[src/hdl/rxar_defs.vh]
`ifndef RXAR_DEFS_VH
`define RXAR_DEFS_VH

// Register indices; each register owns one aligned word
`define RXAR_IDX_CFG 8'h04
`define RXAR_IDX_PERIOD 8'h0c
`define RXAR_IDX_CTRL 8'h0d
`define RXAR_IDX_STATUS 8'h0f
`define RXAR_IDX_MASK 8'h11
`define RXAR_IDX_STATE 8'h14

// Register byte offsets, four times the index
`define RXAR_OFS_CFG 8'h10
`define RXAR_OFS_PERIOD 8'h30
`define RXAR_OFS_CTRL 8'h34
`define RXAR_OFS_STATUS 8'h3c
`define RXAR_OFS_MASK 8'h44
`define RXAR_OFS_STATE 8'h50

// Configuration register fields
`define RXAR_CFG_RSVD_HI 27
`define RXAR_CFG_RSVD_LO 23
`define RXAR_CFG_WTOE 28
`define RXAR_CFG_AUTR 29
`define RXAR_CFG_AACK 30
`define RXAR_CFG_PEND 31
`define RXAR_CFG_RESET 32'h00000000

// Control register fields
`define RXAR_CTRL_RXEN 0
`define RXAR_CTRL_DBL 1
`define RXAR_CTRL_RESET 2'h0

// Event status and mask fields
`define RXAR_EV_GOOD 0
`define RXAR_EV_PHE 1
`define RXAR_EV_TMO 2
`define RXAR_EV_W 3
`define RXAR_MASK_RESET 3'h0

// State register fields
`define RXAR_ST_ON 0
`define RXAR_ST_ACKW 1

// Timeout period register
`define RXAR_PERIOD_W 16
`define RXAR_PERIOD_RESET 16'h0000

// Timeout period unit and core clock
`define RXAR_UNIT_NS 1000
`define RXAR_CLK_NS 25
`define RXAR_UNIT_CYC (`RXAR_UNIT_NS / `RXAR_CLK_NS)

`endif

[src/hdl/rxar_event_irq.v]
`timescale 1ns/1ps
`include "rxar_defs.vh"

module rxar_event_irq #(
  parameter EV_W = `RXAR_EV_W
) (
  // Clock and reset
  input wire core_clk,
  input wire reset,
  // Event pulses
  input wire [EV_W-1:0] events,
  // Software access
  input wire readClear,
  input wire maskWrite,
  input wire [EV_W-1:0] maskData,
  // State
  output reg [EV_W-1:0] status,
  output reg [EV_W-1:0] mask,
  output reg irq
);

  wire [EV_W-1:0] statusNext;

  // A set in the clearing cycle survives the clear
  assign statusNext = (readClear ? {EV_W{1'b0}} : status) | events;

  // Sticky status, mask and level interrupt
  always @(posedge core_clk) begin
    if (reset) begin
      status <= {EV_W{1'b0}};
      mask <= `RXAR_MASK_RESET;
      irq <= 1'b0;
    end else begin
      status <= statusNext;
      if (maskWrite) begin
        mask <= maskData;
        irq <= |(statusNext & maskData);
      end else begin
        irq <= |(statusNext & mask);
      end
    end
  end

endmodule

[src/hdl/rxar_top.v]
// Design decision made here: the AHB-Lite register port.
`timescale 1ns/1ps
`include "rxar_defs.vh"

module rxar_top #(
  parameter PERIOD_W = `RXAR_PERIOD_W,
  parameter UNIT_CYC = `RXAR_UNIT_CYC
) (
  // Clock and reset
  input wire core_clk,
  input wire reset,
  // AHB-Lite slave
  input wire hsel,
  input wire [31:0] haddr,
  input wire [1:0] htrans,
  input wire hwrite,
  input wire [2:0] hsize,
  input wire [31:0] hwdata,
  input wire hready,
  output reg hreadyout,
  output reg hresp,
  output reg [31:0] hrdata,
  // Receive path events
  input wire rxFrameGood,
  input wire rxAckRequest,
  input wire phyHeaderErrorFlag,
  input wire ackTxDone,
  // Receiver and acknowledgement control
  output reg rxOn,
  output reg autoAckEnable,
  output reg ackFramePendingValue,
  // Interrupt
  output reg irq
);

  // Receiver states
  localparam [2:0] ST_IDLE = 3'b001;
  localparam [2:0] ST_RX = 3'b010;
  localparam [2:0] ST_ACKW = 3'b100;

  reg [2:0] state_q;
  reg [2:0] state_d;
  reg [31:0] cfg_q;
  reg [1:0] ctrl_q;
  reg [PERIOD_W-1:0] period_q;
  reg wrPend_q;
  reg rdPend_q;
  reg [7:0] addr_q;
  reg timerLoad;
  reg timerStop;
  reg [`RXAR_EV_W-1:0] events;
  wire addrAccept;
  wire wrDone;
  wire rdDone;
  wire cfgWrite;
  wire ctrlWrite;
  wire maskWrite;
  wire rxEnableCmd;
  wire statusRead;
  wire timerExpired;
  wire timerRunning;
  wire irqNext;
  wire [`RXAR_EV_W-1:0] status;
  wire [`RXAR_EV_W-1:0] mask;
  wire timeoutEnable;
  wire autoReenable;
  wire doubleBuffered;
  reg [31:0] rdMux;

  // Address phase accepted when selected, active transfer and bus ready
  assign addrAccept = hsel & htrans[1] & hready;
  assign wrDone = wrPend_q;
  // Reads take one wait state so pending writes land first
  assign rdDone = rdPend_q;

  assign cfgWrite = wrDone && (addr_q == `RXAR_OFS_CFG);
  assign ctrlWrite = wrDone && (addr_q == `RXAR_OFS_CTRL);
  assign maskWrite = wrDone && (addr_q == `RXAR_OFS_MASK);
  assign rxEnableCmd = ctrlWrite && hwdata[`RXAR_CTRL_RXEN];
  assign statusRead = rdDone && (addr_q == `RXAR_OFS_STATUS);

  assign timeoutEnable = cfg_q[`RXAR_CFG_WTOE];
  assign autoReenable = cfg_q[`RXAR_CFG_AUTR];
  assign doubleBuffered = ctrl_q[`RXAR_CTRL_DBL];

  // Bus phase tracking
  always @(posedge core_clk) begin
    if (reset) begin
      wrPend_q <= 1'b0;
      rdPend_q <= 1'b0;
      addr_q <= 8'h00;
      hreadyout <= 1'b1;
      hresp <= 1'b0;
    end else begin
      hresp <= 1'b0;
      if (rdPend_q) begin
        rdPend_q <= 1'b0;
        hreadyout <= 1'b1;
        wrPend_q <= 1'b0;
      end else if (addrAccept) begin
        addr_q <= haddr[7:0];
        wrPend_q <= hwrite;
        rdPend_q <= ~hwrite;
        hreadyout <= hwrite;
      end else begin
        wrPend_q <= 1'b0;
      end
    end
  end

  // Read data mux; unmapped addresses read as zero
  always @* begin
    rdMux = 32'h00000000;
    case (addr_q)
      `RXAR_OFS_CFG: rdMux = cfg_q;
      `RXAR_OFS_PERIOD: rdMux[PERIOD_W-1:0] = period_q;
      `RXAR_OFS_CTRL: rdMux[`RXAR_CTRL_DBL] = ctrl_q[`RXAR_CTRL_DBL];
      `RXAR_OFS_STATUS: rdMux[`RXAR_EV_W-1:0] = status;
      `RXAR_OFS_MASK: rdMux[`RXAR_EV_W-1:0] = mask;
      `RXAR_OFS_STATE: begin
        rdMux[`RXAR_ST_ON] = rxOn;
        rdMux[`RXAR_ST_ACKW] = state_q[2];
      end
      default: rdMux = 32'h00000000;
    endcase
  end

  // Read data register, loaded in the wait cycle
  always @(posedge core_clk) begin
    if (reset) begin
      hrdata <= 32'h00000000;
    end else if (rdDone) begin
      hrdata <= rdMux;
    end
  end

  // Configuration, control and period registers
  always @(posedge core_clk) begin
    if (reset) begin
      cfg_q <= `RXAR_CFG_RESET;
      ctrl_q <= `RXAR_CTRL_RESET;
      period_q <= `RXAR_PERIOD_RESET;
    end else begin
      if (cfgWrite) begin
        cfg_q <= hwdata;
      end
      if (ctrlWrite) begin
        ctrl_q[`RXAR_CTRL_DBL] <= hwdata[`RXAR_CTRL_DBL];
      end
      if (wrDone && (addr_q == `RXAR_OFS_PERIOD)) begin
        period_q <= hwdata[PERIOD_W-1:0];
      end
    end
  end

  // Acknowledgement controls in their own flops, loaded in step with the configuration register
  always @(posedge core_clk) begin
    if (reset) begin
      autoAckEnable <= 1'b0;
      ackFramePendingValue <= 1'b0;
    end else begin
      autoAckEnable <= cfgWrite ? hwdata[`RXAR_CFG_AACK] : cfg_q[`RXAR_CFG_AACK];
      ackFramePendingValue <= cfgWrite ? hwdata[`RXAR_CFG_PEND] : cfg_q[`RXAR_CFG_PEND];
    end
  end

  // Receiver sequencing; a timeout outranks a frame in the same cycle
  always @* begin
    state_d = state_q;
    timerLoad = 1'b0;
    timerStop = 1'b0;
    events = {`RXAR_EV_W{1'b0}};
    case (state_q)
      ST_IDLE: begin
        if (rxEnableCmd) begin
          state_d = ST_RX;
          timerLoad = timeoutEnable;
        end
      end
      ST_RX: begin
        if (timerExpired) begin
          events[`RXAR_EV_TMO] = 1'b1;
          state_d = ST_IDLE;
        end else if (rxFrameGood) begin
          events[`RXAR_EV_GOOD] = 1'b1;
          timerStop = 1'b1;
          if (autoReenable && doubleBuffered) begin
            if (autoAckEnable && rxAckRequest) begin
              state_d = ST_ACKW;
            end else begin
              timerLoad = timeoutEnable;
            end
          end else begin
            state_d = ST_IDLE;
          end
        end else if (phyHeaderErrorFlag) begin
          events[`RXAR_EV_PHE] = 1'b1;
          if (autoReenable) begin
            timerLoad = timeoutEnable;
          end else begin
            state_d = ST_IDLE;
            timerStop = 1'b1;
          end
        end else if (rxEnableCmd) begin
          timerLoad = timeoutEnable;
          timerStop = ~timeoutEnable;
        end
      end
      ST_ACKW: begin
        if (ackTxDone) begin
          state_d = ST_RX;
          timerLoad = timeoutEnable;
        end
      end
      default: begin
        state_d = ST_IDLE;
      end
    endcase
  end

  // State register and receiver enable output
  always @(posedge core_clk) begin
    if (reset) begin
      state_q <= ST_IDLE;
      rxOn <= 1'b0;
    end else begin
      state_q <= state_d;
      rxOn <= (state_d == ST_RX);
    end
  end

  // Frame wait down-counter
  rxar_wait_timer #(
    .PERIOD_W(PERIOD_W),
    .UNIT_CYC(UNIT_CYC)
  ) uTimer (
    .core_clk(core_clk),
    .reset(reset),
    .load(timerLoad),
    .stop(timerStop),
    .period(period_q),
    .expired(timerExpired),
    .running(timerRunning)
  );

  // Sticky events, mask and interrupt level
  rxar_event_irq #(
    .EV_W(`RXAR_EV_W)
  ) uIrq (
    .core_clk(core_clk),
    .reset(reset),
    .events(events),
    .readClear(statusRead),
    .maskWrite(maskWrite),
    .maskData(hwdata[`RXAR_EV_W-1:0]),
    .status(status),
    .mask(mask),
    .irq(irqNext)
  );

  // Interrupt output kept in a top-level flop
  always @(posedge core_clk) begin
    if (reset) begin
      irq <= 1'b0;
    end else begin
      irq <= irqNext;
    end
  end

endmodule

[src/hdl/rxar_wait_timer.v]
`timescale 1ns/1ps
`include "rxar_defs.vh"

module rxar_wait_timer #(
  parameter PERIOD_W = `RXAR_PERIOD_W,
  parameter UNIT_CYC = `RXAR_UNIT_CYC
) (
  // Clock and reset
  input wire core_clk,
  input wire reset,
  // Control
  input wire load,
  input wire stop,
  input wire [PERIOD_W-1:0] period,
  // Result
  output reg expired,
  output reg running
);

  reg [15:0] preCnt_q;
  reg [PERIOD_W-1:0] count_q;

  // Prescaler gives one tick per period unit; restarts on load
  always @(posedge core_clk) begin
    if (reset) begin
      preCnt_q <= 16'h0000;
      count_q <= {PERIOD_W{1'b0}};
      running <= 1'b0;
      expired <= 1'b0;
    end else begin
      expired <= 1'b0;
      if (load) begin
        preCnt_q <= 16'h0000;
        count_q <= period;
        running <= 1'b1;
      end else if (stop) begin
        running <= 1'b0;
      end else if (running) begin
        if (preCnt_q == UNIT_CYC[15:0] - 16'h0001) begin
          preCnt_q <= 16'h0000;
          // Zero period expires after one unit rather than never
          if (count_q <= {{(PERIOD_W-1){1'b0}}, 1'b1}) begin
            running <= 1'b0;
            expired <= 1'b1;
          end else begin
            count_q <= count_q - {{(PERIOD_W-1){1'b0}}, 1'b1};
          end
        end else begin
          preCnt_q <= preCnt_q + 16'h0001;
        end
      end
    end
  end

endmodule
[config.mk]
export PLATFORM = sky130hd
export DESIGN_NAME = rxar_top
export DESIGN_NICKNAME = d
export VERILOG_FILES = /design/src/hdl/rxar_event_irq.v /design/src/hdl/rxar_top.v /design/src/hdl/rxar_wait_timer.v
export VERILOG_INCLUDE_DIRS = /design/src /design/src/hdl
export SDC_FILE = /design/constraint.sdc
export NUM_CORES = 1
export LEC_CHECK = 0
export BUFFER_PORTS_ARGS = -buffer_cell sky130_fd_sc_hd__buf_2
export CAP_MARGIN = 20
export CORE_UTILIZATION = 35
export CTS_CLUSTER_DIAMETER = 200
export DETAILED_ROUTE_END_ITERATION = 8
export HOLD_SLACK_MARGIN = 0.12
export SLEW_MARGIN = 10
export SYNTH_ARGS = -nofsm -noshare
export SYNTH_HDL_FRONTEND = slang
export SYNTH_HIERARCHICAL = 1
export SYNTH_SLANG_ARGS = --single-unit
[constraint.sdc]
create_clock -name core_clk -period 3.65 [get_ports core_clk]
set_clock_uncertainty 0.05 [all_clocks]
set_input_delay 0.1825 -clock core_clk [delete_from_list [all_inputs] [get_ports core_clk]]
set_output_delay 0.1825 -clock core_clk [all_outputs]
set_load 0.02 [all_outputs]
## After elaboration in Yosys (flattened, before gate mapping)

Index checks and enable logic that the tools add are counted.

| word-level totals | value |
|---|---|
| flip-flop bits (word level) | 140 |
| bits of input ports | 78 |
| word-level logic and storage cells | 118 |

| cells by class | value |
|---|---|
| add/sub/neg operators | 2 |
| order comparisons | 1 |
| equal/unequal tests | 13 |
| mux-type cells | 51 |
| bitwise operators | 12 |
| reduce and logical (&&, ||, !) cells | 19 |

Operator list:

| kind | count |
|---|---|
| two-way mux 16 bit | 7 |
| two-way mux 3 bit | 10 |
| two-way mux 1 bit | 27 |
| one-hot mux 13 bit (2 select lines) | 1 |
| == test 8 x 6 -> 1 bit (second input constant) | 3 |
| adder 16 x 1 -> 16 bit (second input constant) | 1 |
| == test 16 x 6 -> 1 bit (second input constant) | 1 |
| == test 8 x 7 -> 1 bit (second input constant) | 2 |
| <= comparator 16 x 1 -> 1 bit (second input constant) | 1 |
| subtractor 16 x 1 -> 16 bit (second input constant) | 1 |
| one-hot mux 3 bit (3 select lines) | 1 |
| OR reduction 3 bit | 3 |
| == test 8 x 5 -> 1 bit (second input constant) | 1 |
| logical AND 1 bit | 8 |
| NOT 1 bit | 7 |
| AND 3 bit | 2 |
| == test 3 x 2 -> 1 bit (second input constant) | 2 |
| one-hot mux 1 bit (6 select lines) | 1 |
| one-hot mux 1 bit (5 select lines) | 1 |
| OR reduction 5 bit | 1 |
| != test 2 bit (second input constant) | 2 |
| one-hot mux 1 bit (4 select lines) | 1 |
| AND reduction 2 bit | 2 |
| AND reduction 4 bit | 1 |
| other kinds (8) | 11 |

## Logic depth before layout (Yosys ltp)

| logic depth | value |
|---|---|
| depth after elaboration | 10 |
| depth in mapped cells | 11 |
| gate-level depth less buffers | 9 |

## Hierarchy

Netlist, hierarchy kept.

Modules (own cells, without submodules):

| module | times used | cells each | area each (µm²) |
|---|---|---|---|
| rxar_top | 1 | 440 | 3833.7 |
| rxar_wait_timer | 1 | 228 | 1838.0 |
| rxar_event_irq | 1 | 25 | 260.2 |

## Worst setup path after synthesis

No wires, ideal clock.

| timing | value |
|---|---|
| kind | register -> register |
| from | register addr_q[7] |
| to | register uTimer.count_q[13] |
| library setup time | 91 ps |
| data arrival time | 2505 ps |
| path slack | 1004 ps |
| cell stages (with the launch flop) | 11 |
| path buffers | 2 |
| period minus slack after synthesis | 2646 ps |
| cells stage by stage | dfxtp_1 > and4bb_2 > buf_2 > nand3_1 > nor4b_1 > o31a_1 > nand4b_1 > or2_0 > clkbuf_1 > or4_1 > a311oi_1 |

| between the ends | value |
|---|---|
| word-level cells in the longest chain between the ends | 10 |

RTL lines:

| element | RTL line | text |
|---|---|---|
| start: declaration | rxar_top.v:48 | `reg [7:0] addr_q;` |
| start signal: assignment | rxar_top.v:101 | `addr_q <= haddr[7:0];` |
| == test 8 x 6 -> 1 bit | - |  |
| logical AND 1 bit | rxar_top.v:77 | `` assign ctrlWrite = wrDone && (addr_q == `RXAR_OFS_CTRL); `` |
| logical AND 1 bit | rxar_top.v:79 | `` assign rxEnableCmd = ctrlWrite && hwdata[`RXAR_CTRL_RXEN]; `` |
| two-way mux 1 bit | rxar_top.v:204 | `end else if (rxEnableCmd) begin` |
| two-way mux 1 bit | rxar_top.v:196 | `end else if (phyHeaderErrorFlag) begin` |
| two-way mux 1 bit | rxar_top.v:184 | `end else if (rxFrameGood) begin` |
| two-way mux 1 bit | rxar_top.v:181 | `if (timerExpired) begin` |
| two-way mux 1 bit | rxar_top.v:173 | `case (state_q)` |
| named net timerStop | rxar_top.v:50 | `reg timerStop;` |
| != test 2 bit (no source line) | - |  |
| AND reduction 4 bit (no source line) | - |  |
| end signal: assignment | rxar_wait_timer.v:27 | `count_q <= {PERIOD_W{1'b0}};` |
| end signal: assignment | rxar_wait_timer.v:34 | `count_q <= period;` |
| end signal: assignment | rxar_wait_timer.v:46 | `count_q <= count_q - {{(PERIOD_W-1){1'b0}}, 1'b1};` |
| end: declaration | rxar_wait_timer.v:21 | `reg [PERIOD_W-1:0] count_q;` |

The timed path passes the listed nets, and every way through them passes these cells.
A chain may end at the register's enable or synchronous reset.

## Worst setup path after layout

| timing | value |
|---|---|
| from | register addr_q[7] |
| to | register uTimer.count_q[12] |

Same word-level chain as after synthesis.

==> run_results.csv <==
group,metric,value,unit
finish,post-route-util,45.71,%
synthesis,synth_area_leaders,"dfxtp_1, nand2_1, a21oi_1",
worst_setup_path,startpoint_type,"flop",
grt,grt_usage,17.68,%
synthesis,syn_nets,774,
clock_tree,cts_setup_buffers,0,
finish,register_area,2803,um2
routing,drc_errors,0,
placement,dpl.hpwl,10080,um
synthesis,ys.flop_type,"dfxtp_1",
routing,ant_nets,0,
worst_setup_path,cp_cell_sequence,"and4bb_2, nand3_1, nor4b_1, o31a_1, nand4b_1, or2_0, or4_1, a311oi_1",
timing,slew_viol_final,0,
timing,finalSetupViolCount,0,
floorplanning,die_x,132.2,um
placement,placedCellCount,965,
routing,first_pass_iters,4,
floorplanning,rows,47,
placement,gp_congestion,0.7528,
finish,instances_no_fill,1043,
finish,mostFrequentLayoutCell,"nand2_1",
finish,mostFrequentLayoutCells,"nand2_1, dfxtp_1, buf_2",
worst_setup_path,cpMaxStageDelayCell,"or2_0",
grt,grt_overflow,0,
worst_setup_path,r2r_start,"addr_q[7]$_SDFFE_PP0P_",
synthesis,ys_seq_area_share,47.25,%
run,max_cap_viol_count,0,
clock_tree,cts_root_buf,"clkbuf_16",
worst_setup_path,reg2regPathDepth,8,
timing,rsz0062_at_grt,"no",
floorplanning,dieArea,17470,um2
worst_setup_path,crit_required,3.92,ns
worst_setup_path,worstPathMaxFanout,17,
timing,hold_viol,0,
timing,period_share,85.98,%
timing,fmax,318.7,MHz
synthesis,postSynthAreaPerCell,8.560,um2
floorplanning,core-area,16580,um2
worst_setup_path,ff2ff_setup_slack,0.51,ns
synthesis,ys_async_sr_fraction,0,%
synthesis,synthesis.area,5932,um2
timing,max_slew_margin,43.65,%
clock_tree,cts_tree,"done",
floorplanning,die_height,132.2,um
clock_tree,insertion_delay,0.42,ns
routing,drt_iter0_markers,412,
placement,io_buffer_count,86,
grt,grt_pass1_vias,4852,
clock_tree,clockBufferDepth,2,
finish,area.growth.synth_to_final,27.80,%
pwr,p_per_area,453.8,nW/um2
worst_setup_path,critical_path_class,"flop to flop",
finish,nets,890,
worst_setup_path,crit_family,"simple AND/OR/NAND/NOR gates",
timing,tightestPinTransition,0.8453,ns
worst_setup_path,cp_slowest_stage_delay,0.58,ns
grt,antenna_found_initial,1,
floorplanning,initial_utilization,35.77,%
routing,wirelength,15010,um
synthesis,yosysWarningCount,6,
timing,setup_tns,0,ns
routing,vias_per_cell,4.985,
worst_setup_path,r2r_end,"uTimer/count_q[12]$_SDFFE_PP0P_",
worst_setup_path,cp.depth,8,
worst_setup_path,crit_end,"uTimer/count_q[12]$_SDFFE_PP0P_",
pwr,p_leak,0.002844,uW
synthesis,synthDistinctLibCells,66,
worst_setup_path,endpoint_kind,"flop",
finish,drive_gt1_share,17.64,%
clock_tree,clock_sinks,140,
worst_hold_path,hp-class,"primary input to flop",
finish,fill_cells,1604,
floorplanning,io_pins,116,
worst_hold_path,whs_path_depth,5,
worst_setup_path,cp.arrival,3.41,ns
worst_setup_path,cp_num_buf_inv,0,
synthesis,synth_edf_count,0,
clock_tree,h-tree-depth,4,
synthesis,ys_ff_latch,140,
routing,num_vias,5199,
worst_setup_path,cp-startpoint,"addr_q[7]$_SDFFE_PP0P_",
synthesis,synth_top_area_cell,"dfxtp_1",
synthesis,synth_cells,693,
synthesis,yosysTopAreaCellShare,47.25,%
clock_tree,numCtsBuffers,17,
outcome,status,"complete, no violations",
grt,grt_pass1_wl,24850,um
routing,wl_per_cell,14.39,um
clock_tree,clk_pin_slew,0.06,ns
pwr,vdd_drop_max,0.2759,mV
grt,grt_start_max_net_pins,64,
timing,period_needed,3.138,ns
finish,multi_input_area,2892,um2
[state kept, by name, summed over array words and instances, names as in the netlist]
signal,cells
hreadyout,1
addr_q,8
ackFramePendingValue,1
state_q,3
uIrq/mask,3
rxOn,1
hrdata,32
uTimer/running,1
irq,1
uTimer/expired,1
uTimer/count_q,16
uIrq/status,3
uIrq/irq,1
autoAckEnable,1
wrDone,1
cfg_q,32
uTimer/preCnt_q,16
period_q,16
ctrl_q,1
rdDone,1
[final cells by class]
type                            instances  share of cell area, %
Clock buffer                           19                  5.843
Antenna cell                            1                0.03301
Tap cell                              220                  3.631
Timing Repair Buffer                  140                  12.54
Clock inverter                         13                  2.195
Sequential cell                       140                  36.97
Inverter                               13                 0.6437
Multi-Input combinational cell        497                  38.14
[worst min path at each step]
stage	end	from	slack, ns
after floorplan	uIrq/irq$_SDFF_PP0_	reset	0.20
after global placement	rdDone$_SDFF_PP0_	hwrite	0.36
after detailed placement	rdDone$_SDFF_PP0_	hwrite	0.35
after CTS	uIrq/status[0]$_SDFF_PP0_	rxFrameGood	0.18
after global routing	uIrq/status[1]$_SDFF_PP0_	phyHeaderErrorFlag	0.23
final	uIrq/status[0]$_SDFF_PP0_	rxFrameGood	0.20
[cells by family after synthesis]
logic type | count (synthesis) | share of synthesized area, %
xor gates and xnor gates | 15 | 2.215
muxes | 7 | 1.223
adders and majority gates | 3 | 0.6328
other | 1 | 0.06322
buffers and inverters | 56 | 4.050
AOI/OAI and AO/OA | 163 | 18.31
and+or+nand+nor | 308 | 26.26
DFF | 140 | 47.25
[per-stage QoR]
step                      area, um2  hold WS [ns]  setup slack (ns)  power [uW]
after floorplan                5932        0.2019             1.004        1620
after global placement         6519        0.3572            0.5865        1671
after global routing           7581        0.2341            0.2502        3558
after CTS                      7579        0.1752            0.5165        3480
after detailed placement       6519        0.3545            0.5484        1671
final                          7581        0.1961            0.5119        3440
[per-layer routing]
metal | routed length [um] | GRT usage (%) | vias up
met5 | 0 | 0 | -
met4 | 191 | 6.577 | 0
met3 | 597 | 4.037 | 15
met2 | 6851 | 28.45 | 105
met1 | 7368 | 23.08 | 2384
li1 | - | - | 2695
[cell usage after synthesis, types with 3 or more instances]
library cell and n:
dfxtp_1 140, clkbuf_1 28, mux2i_1 5, nor3b_1 3, and2_1 3, o21bai_1 5, or3_1 5, buf_2 9
inv_1 13, nand3_1 11, and4_1 6, nor2_1 55, xor2_1 7, buf_4 3, a311oi_1 14, nand2_1 142
nor4_1 6, or4_1 10, nor3_1 13, ha_1 3, nand4_1 7, nand2b_1 5, a21oi_1 65, nor2b_1 10
xnor2_1 8, nor4b_1 3, o21ai_0 16, and3_1 7, a22o_1 19, a2111oi_0 4, a22oi_1 13, and3b_1 3
o31ai_1 6
[worst min-delay path: stages]
cell     delay [ns]
buf_2          0.15
nand2_1        0.10
inv_1          0.08
nor2_1         0.05
nor2_1         0.07
[what timing repair did]
| action | CTS | global route |
|---|---|---|
| hold endpoints to repair | 65 | 0 |
| hold buffers | 45 | 0 |
| gates resized for setup | 0 | 0 |
[report_power, final]
part	total (uW)	internal (uW)	switching (uW)
Sequential	1540	1530	6.52
Clock	1770	1090	671
Combinational	135	66.6	68.3
Power figures use the tool's default switching activity.
